`src/rtl/irq_enable_regs.svh`:
```
// Register offsets, field positions and reset values of the event enable block
`ifndef IRQ_ENABLE_REGS_SVH
`define IRQ_ENABLE_REGS_SVH

// Register addresses
`define TX_EN_ADDR 10'h108
`define RX_EN_ADDR 10'h109

// Reset values
`define TX_EN_RESET 8'h00
`define RX_EN_RESET 8'h00

// Transmit enable fields
`define TX_FRAME_SENT_BIT 7
`define TX_SYNC_SENT_BIT 6
`define TX_BEGIN_BIT 5
`define TX_CHANNEL_DONE_BIT 4
`define TX_UNDERFLOW_BIT 3
`define TX_COUNT_BIT 2
`define TX_BANK_ONE_BIT 1
`define TX_BANK_ZERO_BIT 0

// Receive enable fields
`define RX_TIMEOUT_BIT 7
`define RX_LEVEL_BIT 6
`define RX_FRAME_BIT 5
`define RX_FILTER_BIT 4
`define RX_BEGIN_BIT 3
`define RX_PREAMBLE_BIT 2
`define RX_CARRIER_BIT 1
`define RX_AGC_BIT 0

`endif

```
`src/rtl/irq_enable_pkg.sv`:
```
// Types shared by the event enable block
package irq_enable_pkg;

  // Register bus request
  typedef struct packed {
    logic [9:0] addr;
    logic [7:0] wdata;
    logic wr;
    logic rd;
  } reg_req_t;

  // Raw event strobes of each direction
  typedef struct packed {
    logic frame_sent;
    logic sync_sent;
    logic send_begin;
    logic csma_done;
    logic cca_done;
    logic underflow;
    logic sent_count;
    logic bank_one_sent;
    logic bank_zero_sent;
  } tx_events_t;

  typedef struct packed {
    logic timeout;
    logic level;
    logic frame_received;
    logic length_error;
    logic address_reject;
    logic receive_begin;
    logic preamble_found;
    logic carrier_sense;
    logic agc_done;
  } rx_events_t;

  // Read path state
  typedef enum logic [1:0] {
    RD_IDLE = 2'b00,
    RD_HIT = 2'b01,
    RD_MISS = 2'b11
  } rd_state_t;

endpackage : irq_enable_pkg

```
`src/rtl/enable_reg8.sv`:
```
// One eight-bit read/write enable register with reset to a constant
`timescale 1ns/1ps
`include "irq_enable_regs.svh"
module enable_reg8 (
  input wire logic clock,
  input wire logic rst_n,
  input wire logic wr_en,
  input wire logic [7:0] wdata,
  output logic [7:0] value_q
);

  // Reset clears every enable so nothing fires before software acts
  always_ff @(posedge clock) begin
    if (!rst_n) begin
      value_q <= 8'h00;
    end else if (wr_en) begin
      value_q <= wdata;
    end
  end

endmodule : enable_reg8

```
`src/rtl/event_flag8.sv`:
```
// Eight sticky event flags, each set only when its enable permits
`timescale 1ns/1ps
module event_flag8 (
  input wire logic clock,
  input wire logic rst_n,
  input wire logic [7:0] event_in,
  input wire logic [7:0] enable,
  input wire logic [7:0] clear,
  output logic [7:0] flag_q
);

  // Gated set; set wins over a clear in the same cycle
  wire logic [7:0] set_w = event_in & enable;

  always_ff @(posedge clock) begin
    if (!rst_n) begin
      flag_q <= 8'h00;
    end else begin
      flag_q <= (flag_q & ~clear) | set_w;
    end
  end

endmodule : event_flag8

```
`src/rtl/txrx_irq_source_enables.sv`:
```
// Transmit and receive event enable registers with gated sticky flags
// Behaviour
// - Events request only when their enable permits
// - Enabled event sets its matching flag
// - Both enable registers reset to zero
// - Transmit enable register at 0x108, fixed bits
// - Receive enable register at 0x109, fixed bits
// - Each enable bit: zero off, one on
// - Transmit bit 4 gates CSMA or CCA
// - Receive bit 4 gates length or address
// - Bank one and zero gated separately
`timescale 1ns/1ps
`include "irq_enable_regs.svh"
module txrx_irq_source_enables (
  input wire logic clock,
  input wire logic rst_n,
  input wire logic [9:0] reg_addr,
  input wire logic [7:0] reg_wdata,
  input wire logic reg_wr,
  input wire logic reg_rd,
  output logic [7:0] reg_rdata,
  input wire irq_enable_pkg::tx_events_t tx_events,
  input wire irq_enable_pkg::rx_events_t rx_events,
  input wire logic [7:0] tx_flag_clear,
  input wire logic [7:0] rx_flag_clear,
  output logic [7:0] tx_flags,
  output logic [7:0] rx_flags,
  output logic [7:0] tx_enable,
  output logic [7:0] rx_enable
);

  // Bus request bundled for decoding
  irq_enable_pkg::reg_req_t req_w;
  assign req_w = '{addr: reg_addr, wdata: reg_wdata, wr: reg_wr, rd: reg_rd};

  // Address decode
  wire logic tx_sel_w = (req_w.addr == `TX_EN_ADDR);
  wire logic rx_sel_w = (req_w.addr == `RX_EN_ADDR);
  wire logic tx_wr_w = req_w.wr && tx_sel_w;
  wire logic rx_wr_w = req_w.wr && rx_sel_w;

  // Enable register contents
  logic [7:0] tx_en_w;
  logic [7:0] rx_en_w;

  enable_reg8 u_tx_en (
    .clock(clock),
    .rst_n(rst_n),
    .wr_en(tx_wr_w),
    .wdata(req_w.wdata),
    .value_q(tx_en_w)
  );

  enable_reg8 u_rx_en (
    .clock(clock),
    .rst_n(rst_n),
    .wr_en(rx_wr_w),
    .wdata(req_w.wdata),
    .value_q(rx_en_w)
  );

  // Transmit event vector in register bit order
  logic [7:0] tx_vec_w;
  always_comb begin
    tx_vec_w = 8'h00;
    tx_vec_w[`TX_FRAME_SENT_BIT] = tx_events.frame_sent;
    tx_vec_w[`TX_SYNC_SENT_BIT] = tx_events.sync_sent;
    tx_vec_w[`TX_BEGIN_BIT] = tx_events.send_begin;
    // Two completions share one enable and one flag
    tx_vec_w[`TX_CHANNEL_DONE_BIT] = tx_events.csma_done | tx_events.cca_done;
    tx_vec_w[`TX_UNDERFLOW_BIT] = tx_events.underflow;
    tx_vec_w[`TX_COUNT_BIT] = tx_events.sent_count;
    tx_vec_w[`TX_BANK_ONE_BIT] = tx_events.bank_one_sent;
    tx_vec_w[`TX_BANK_ZERO_BIT] = tx_events.bank_zero_sent;
  end

  // Receive event vector in register bit order
  logic [7:0] rx_vec_w;
  always_comb begin
    rx_vec_w = 8'h00;
    rx_vec_w[`RX_TIMEOUT_BIT] = rx_events.timeout;
    rx_vec_w[`RX_LEVEL_BIT] = rx_events.level;
    rx_vec_w[`RX_FRAME_BIT] = rx_events.frame_received;
    // Either frame check failure raises the shared request
    rx_vec_w[`RX_FILTER_BIT] = rx_events.length_error | rx_events.address_reject;
    rx_vec_w[`RX_BEGIN_BIT] = rx_events.receive_begin;
    rx_vec_w[`RX_PREAMBLE_BIT] = rx_events.preamble_found;
    rx_vec_w[`RX_CARRIER_BIT] = rx_events.carrier_sense;
    rx_vec_w[`RX_AGC_BIT] = rx_events.agc_done;
  end

  // Sticky flags; a zero enable bit blocks the set entirely
  logic [7:0] tx_flag_w;
  logic [7:0] rx_flag_w;

  event_flag8 u_tx_flags (
    .clock(clock),
    .rst_n(rst_n),
    .event_in(tx_vec_w),
    .enable(tx_en_w),
    .clear(tx_flag_clear),
    .flag_q(tx_flag_w)
  );

  event_flag8 u_rx_flags (
    .clock(clock),
    .rst_n(rst_n),
    .event_in(rx_vec_w),
    .enable(rx_en_w),
    .clear(rx_flag_clear),
    .flag_q(rx_flag_w)
  );

  // Flags and enables leave straight from flip-flops
  assign tx_flags = tx_flag_w;
  assign rx_flags = rx_flag_w;
  assign tx_enable = tx_en_w;
  assign rx_enable = rx_en_w;

  // Read data mux; unmapped addresses read zero
  wire logic [7:0] rd_mux_w = tx_sel_w ? tx_en_w :
                              rx_sel_w ? rx_en_w : 8'h00;

  // Read data registered one cycle after the strobe, only for that cycle
  logic [7:0] rdata_q;
  irq_enable_pkg::rd_state_t rd_state_q;
  always_ff @(posedge clock) begin
    if (!rst_n) begin
      rdata_q <= 8'h00;
      rd_state_q <= irq_enable_pkg::RD_IDLE;
    end else if (req_w.rd) begin
      rdata_q <= rd_mux_w;
      rd_state_q <= (tx_sel_w || rx_sel_w) ? irq_enable_pkg::RD_HIT : irq_enable_pkg::RD_MISS;
    end else begin
      rdata_q <= 8'h00;
      rd_state_q <= irq_enable_pkg::RD_IDLE;
    end
  end
  assign reg_rdata = rdata_q;

  // Previous-cycle copies for assertions
  logic [7:0] tx_en_prev_q;
  always_ff @(posedge clock) begin
    tx_en_prev_q <= tx_en_w;
  end

  // A write to the transmit register appears next cycle
  a_tx_write_lands: assert property (@(posedge clock) disable iff (!rst_n)
    tx_wr_w |=> tx_en_w == $past(req_w.wdata))
    else $error("transmit enable write not stored");

  // A write to the receive register appears next cycle
  a_rx_write_lands: assert property (@(posedge clock) disable iff (!rst_n)
    rx_wr_w |=> rx_en_w == $past(req_w.wdata))
    else $error("receive enable write not stored");

  // Transmit enables hold without a write
  a_enable_holds: assert property (@(posedge clock) disable iff (!rst_n)
    !req_w.wr |=> tx_en_w == tx_en_prev_q)
    else $error("transmit enable changed without write");

  // Read returns register value one cycle later
  a_read_back: assert property (@(posedge clock) disable iff (!rst_n)
    (req_w.rd && rx_sel_w) |=> reg_rdata == rx_en_w)
    else $error("receive enable read back mismatch");

  // Reset clears both enables
  a_reset_clear: assert property (@(posedge clock)
    !rst_n |=> (tx_en_w == 8'h00 && rx_en_w == 8'h00))
    else $error("enables not cleared by reset");

  // Disabled source never sets a fresh flag
  a_gate_blocks: assert property (@(posedge clock) disable iff (!rst_n)
    (!tx_en_w[`TX_UNDERFLOW_BIT] && !tx_flag_w[`TX_UNDERFLOW_BIT])
      |=> !tx_flag_w[`TX_UNDERFLOW_BIT])
    else $error("underflow flag set while disabled");

  // Enabled event sets flag
  a_flag_sets: assert property (@(posedge clock) disable iff (!rst_n)
    (rx_en_w[`RX_AGC_BIT] && rx_events.agc_done) |=> rx_flag_w[`RX_AGC_BIT])
    else $error("agc flag not set");

  // Shared channel flag reacts to CCA alone
  a_cca_shared: assert property (@(posedge clock) disable iff (!rst_n)
    (tx_en_w[`TX_CHANNEL_DONE_BIT] && tx_events.cca_done) |=> tx_flag_w[`TX_CHANNEL_DONE_BIT])
    else $error("cca completion did not set shared flag");

  // Shared filter flag reacts to address reject alone
  a_filter_shared: assert property (@(posedge clock) disable iff (!rst_n)
    (rx_en_w[`RX_FILTER_BIT] && rx_events.address_reject) |=> rx_flag_w[`RX_FILTER_BIT])
    else $error("address reject did not set shared flag");

  // Bank one event does not touch bank zero flag
  a_bank_split: assert property (@(posedge clock) disable iff (!rst_n)
    (tx_events.bank_one_sent && !tx_events.bank_zero_sent
      && !tx_flag_w[`TX_BANK_ZERO_BIT]) |=> !tx_flag_w[`TX_BANK_ZERO_BIT])
    else $error("bank zero flag set by bank one");

  // Receive enables hold without a write
  a_rx_holds: assert property (@(posedge clock) disable iff (!rst_n)
    !req_w.wr |=> $stable(rx_en_w))
    else $error("receive enable changed without write");

  // An unmapped read answers zero
  a_miss_reads_zero: assert property (@(posedge clock) disable iff (!rst_n)
    (rd_state_q == irq_enable_pkg::RD_MISS) |-> reg_rdata == 8'h00)
    else $error("unmapped read returned data");

  // Read data stand only in the cycle after the strobe
  a_idle_rdata_zero: assert property (@(posedge clock) disable iff (!rst_n)
    (rd_state_q == irq_enable_pkg::RD_IDLE) |-> reg_rdata == 8'h00)
    else $error("read data present without a read");

  // Receive level enable bit at one with a level event sets its flag one cycle later
  a_bit_encoding: assert property (@(posedge clock) disable iff (!rst_n)
    (rx_en_w[`RX_LEVEL_BIT] && rx_events.level) |=> rx_flag_w[`RX_LEVEL_BIT])
    else $error("level flag not set while enabled");

endmodule : txrx_irq_source_enables

```
`config.mk`:
```
export PLATFORM = sky130hd
export DESIGN_NAME = txrx_irq_source_enables
export DESIGN_NICKNAME = d
export VERILOG_FILES = /design/src/rtl/irq_enable_pkg.sv /design/src/rtl/enable_reg8.sv /design/src/rtl/event_flag8.sv /design/src/rtl/txrx_irq_source_enables.sv
export VERILOG_INCLUDE_DIRS = /design/src /design/src/rtl
export SDC_FILE = /design/constraint.sdc
export NUM_CORES = 1
export LEC_CHECK = 0
export BUFFER_PORTS_ARGS = -buffer_cell sky130_fd_sc_hd__buf_4
export CORE_MARGIN = 3
export CORE_UTILIZATION = 45
export CTS_CLUSTER_DIAMETER = 60
export DETAILED_ROUTE_END_ITERATION = 16
export PLACE_DENSITY = 0.83
export RECOVER_POWER = 25
export SETUP_SLACK_MARGIN = 0.5
export SLEW_MARGIN = 10
export SYNTH_ARGS = -nofsm -noshare
export SYNTH_HDL_FRONTEND = slang
export SYNTH_HIERARCHICAL = 1
export SYNTH_SLANG_ARGS = --single-unit
```
`constraint.sdc`:
```
create_clock -name clock -period 4.6 [get_ports clock]
set_input_delay 0.69 -clock clock [delete_from_list [all_inputs] [get_ports clock]]
set_output_delay 0.69 -clock clock [all_outputs]
set_load 0.01 [all_outputs]
```
# Yosys cells after proc, flatten, opt, wreduce, memory -nomap -nowiden
# Cells that the tools add are included.
[word_totals]
regBits = 40
wordCells = 22
inputBits = 56
[classes]
bitwise_logic = 10
n_reduce_logical = 3
eq_ne = 2
n_mux = 2
[op_table]
columns = ["operator", "count"]
rows = [
  ["8-bit AND", 4],
  ["10-bit by 9-bit == test with 1-bit output (second input constant)", 2],
  ["8-bit 2-to-1 mux", 2],
  ["8-bit inverter", 2],
  ["8-bit bitwise OR", 2],
  ["1-bit logical AND", 2],
  ["1-bit bitwise OR", 2],
  ["2-bit AND reduction", 1],
]

# Logic depth before layout (Yosys ltp)
[logic_depth]
depth_word = 3
depth_mapped = 6

# By module
# The synthesis kept the hierarchy.
[by_module_without_submodules]
columns = ["module", "area_per_inst_um2", "cells_per_inst", "instances", "seq_area_each_um2"]
rows = [
  ["enable_reg8", 301.5, 25, 2, 160.2],
  ["event_flag8", 300.3, 32, 2, 160.2],
  ["txrx_irq_source_enables", 401.6, 38, 1, 160.2],
]

# Least setup slack after synthesis
# Ideal clock, no wire load.
[synth_timing]
path_type = "input -> register"
startpoint = "input reg_addr[6]"
endpoint = "register u_rx_en.value_q[0]"
path_slack_ps = 2446
path_stages = 6
setup_ps = 116
arrival_ps = 2038
path_cell_list = "or4b_4 buf_6 nor4_2 buf_6 mux2i_1 nor2b_1"
[synth_via]
elab_chain_cells = 2
[synth_lines]
columns = ["item", "line", "source"]
rows = [
  ["start: declaration", "txrx_irq_source_enables.sv:17", "input wire logic [9:0] reg_addr,"],
  ["10-bit by 9-bit == test with 1-bit output (no source line)", "-", ""],
  ["1-bit logical AND", "txrx_irq_source_enables.sv:40", "wire logic rx_wr_w = req_w.wr && rx_sel_w;"],
  ["net rx_wr_w", "txrx_irq_source_enables.sv:40", ""],
  ["end signal: assignment", "enable_reg8.sv:17", "value_q <= wdata;"],
  ["end: declaration", "enable_reg8.sv:9", "output logic [7:0] value_q"],
]
# The timed path passes the listed nets, and every way through them passes these cells.
# A chain may end at the register's enable or synchronous reset.

# Final worst setup path
[layout_timing]
startpoint = "input reg_addr[6]"
endpoint = "register u_rx_en.value_q[5]"
# Same word-level chain as after synthesis.

==> impl_metrics.py <==
metrics = {
    "detailed_routing": {
        "routed_wl_um": 3780,
        "drt-vias-per-instance": 4.71,
        "drt_drc_violations_left": 0,
        "num_vias": 1386,
        "ant_nets": 0,
        "drt_iter0_markers": 39,
        "final_routed_wire_length_divided_by_cell_count_um": 12.9,
        "iteration_count_of_the_initial_detailed_routing_pass": 4,
    },
    "floorplan": {
        "pin_count": 96,
        "die_h_um": 65.7,
        "rows": 21,
        "core_um2": 3390,
        "die_area_um2": 4320,
        "die-width_um": 65.7,
        "initial_standard_cell_utilization_of_the_core_pct": 47.4,
    },
    "worst_hold_path": {
        "holdCritPathClass": "reg2reg",
    },
    "clock_tree": {
        "clock_sinks": 40,
        "cts_inserted_buffers": 5,
        "resized_gates_after_cts": 0,
        "htreeDepth": 2,
        "postCtsHoldBufs": 0,
        "cts_buffer_depth": 2,
        "cts.clk_slew.worst_paths_ns": 0.11,
        "cts-root-buf": "clkbuf_4",
        "clock_insertion_delay_worst_skew_ns": 0.34,
        "cts_tree": "done",
        "number_of_buffers_inserted_by_post_cts_setup_repair": 0,
    },
    "synth": {
        "synth.ff_latch_count": 40,
        "syn_area_um2": 1610,
        "synth-warning-count": 6,
        "synth.lib_cells_used.distinct": 15,
        "net_count_synth": 208,
        "yosysSeqAreaShare_pct": 49.9,
        "post_synth.cell_area_avg_um2": 10.6,
        "synthesized_netlist_cell_count": 152,
    },
    "setup_path": {
        "crit_type": "in2reg",
        "worst-endpoint-required_ns": 4.84,
        "critPathLaunchType": "input port",
        "worst-path-max-fanout": 10,
        "worstPathArrival_ns": 2.83,
        "end_kind": "flop",
    },
    "power": {
        "vdd.ir_drop.worst_mv": 0.217,
        "power.density_cell_area_nw_per_um2": 280,
        "p_leak_uw": 0.000984,
    },
    "sta": {
        "skew_ns": 0.00958,
        "hold_fails_final_rpt": 0,
        "achievable_frequency_ghz": 0.386,
        "finalMaxSlewViolations": 0,
        "finalCriticalPeriod_ns": 2.59,
        "final-setup-viol-count": 0,
        "post-route-period-util_pct": 56.4,
        "setup-tns-final_ns": 0,
        "worst_pin_slew_ns": 1.21,
        "setup_repair_after_global_routing_missed_its_margin": "false",
        "max_slew_margin_pct": 18.8,
    },
    "cells_and_area": {
        "final_nets": 304,
        "antenna_cells": 0,
        "multiInputGateArea_um2": 758,
        "filler_cell_count": 285,
        "post-route-cell-area_um2": 2410,
        "areaGrowthSynthToFinish_pct": 50.0,
        "post_route_cells_drive_above_1_share_pct": 41.9,
        "register_area_um2": 801,
    },
    "job": {
        "max_cap_viol_count": 0,
    },
    "status": {
        "run_status": "finished clean",
    },
    "global_routing": {
        "grt_util_overall_pct": 18.0,
        "maximum_number_of_pins_on_one_net_before_global_route_repair": 34,
        "grt_antenna_before_repair": 0,
        "via_count_of_the_first_global_routing_pass": 1336,
        "grt_first_pass_wirelength_um": 5790,
        "grt_overflow_total": 0,
    },
    "placed_design": {
        "gpl.final_weighted_congestion": 0.668,
        "post_dp_cell_area_um2": 2330,
        "dp_hpwl_um": 2850,
        "io_buffer_count": 95,
    },
}
-- cells by family (layout without fill, tap and decap cells) --
| kind of cell | count (synthesis) | in the layout | share of synthesized area [%] |
|---|---|---|---|
| and+or+nand+nor | 66 | 66 | 24.8 |
| DFF | 40 | 40 | 49.9 |
| muxes | 24 | 24 | 15.0 |
| AOI/OAI and AO/OA | 16 | 16 | 7.48 |
| buffers and inverters | 6 | 102 | 2.88 |
-- layout by cell type, fill, tap and decap left out --
| master | instances |
|---|---|
| buf_4 | 90 |
| dfxtp_1 | 40 |
| mux2i_1 | 24 |
| nand2b_1 | 17 |
| nand2_1 | 17 |
| nor2b_1 | 16 |
| a21boi_0 | 15 |
| nor4_1 | 8 |
| clkbuf_4 | 5 |
| clkbuf_1 | 5 |
| or2_2 | 3 |
| nor4_2 | 2 |
| bufinv_16 | 2 |
| or4b_4 | 1 |
| or3b_2 | 1 |
| or4bb_1 | 1 |
| a21boi_1 | 1 |
-- stage by stage --
stage / power, uW / utilization (%) / hold slack, ns / cells / worst slack [ns]
detailed placement: 409 / 68.7 / 0.462 / 287 / 1.68
finish: 674 / 71.1 / 0.478 / 294 / 2.01
global placement: 408 / 68.7 / 0.459 / 287 / 1.69
CTS: 683 / 71.6 / 0.477 / 294 / 2.03
floorplan: 369 / - / 0.492 / 152 / 2.45
global route: 704 / 71.1 / 0.509 / 294 / 1.92
-- critical path, cell delays in order --
cell     delay, ns
buf_4         0.11
or4b_4        0.61
nor4_2        1.06
mux2i_1       0.30
nor2b_1       0.07
-- cells in the mapped netlist (all sizes together) --
cell / instances / area [um2]
nand2b: 17 / 106
or2: 3 / 18.8
dfxtp: 40 / 801
or3b: 1 / 8.76
nor4: 10 / 75.1
nand2: 17 / 63.8
buf: 4 / 38.8
or4bb: 1 / 11.3
or4b: 1 / 13.8
clkbuf: 2 / 7.51
mux2i: 24 / 240
nor2b: 16 / 100
a21boi: 16 / 120
-- report_power, final --
part / switching (uW) / internal (uW) / total [uW] / leakage (uW)
Combinational: 15.7 / 38.4 / 54.1 / 0.000610
Clock: 108 / 166 / 274 / 0.0000513
Sequential: 0.0652 / 346 / 346 / 0.000322
Total: 123 / 551 / 674 / 0.000984
-- flip-flops by register name (all words and copies together), names as in the netlist --
signal and cells:
u_tx_en/value_q 8, u_rx_flags/flag_q 8, reg_rdata 8, u_rx_en/value_q 8, u_tx_flags/flag_q 8
-- layer usage --
layer	part of all wire, %	GRT usage (%)	up-vias
met5	0	0	-
met4	1.4	7.77	0
met3	12	7.18	5
met2	43	27.9	68
met1	44	21.8	602
li1	-	-	711
-- path summary, 6_finish.rpt --
path | from | end | slack (ns) | cells past startpoint
worst min-delay path | u_tx_flags/flag_q[7] | u_tx_flags/flag_q[7] | 0.48 | 2
worst max register to register | u_tx_en/value_q[1] | reg_rdata[1] | 3.82 | 2
worst max-delay path | reg_addr[6] | u_rx_en/value_q[5] | 2.01 | 5
worst min register to register | u_tx_flags/flag_q[7] | u_tx_flags/flag_q[7] | 0.48 | 2
-- final cells by class --
class	count	share of cell area, %
timing repair buffer	95	28.8
tap	46	2.39
multi-input combinational	106	31.5
clock inverter	2	2.49
sequential	40	33.2
clock buffer	5	1.56
(Power assumes the default switching activity.)
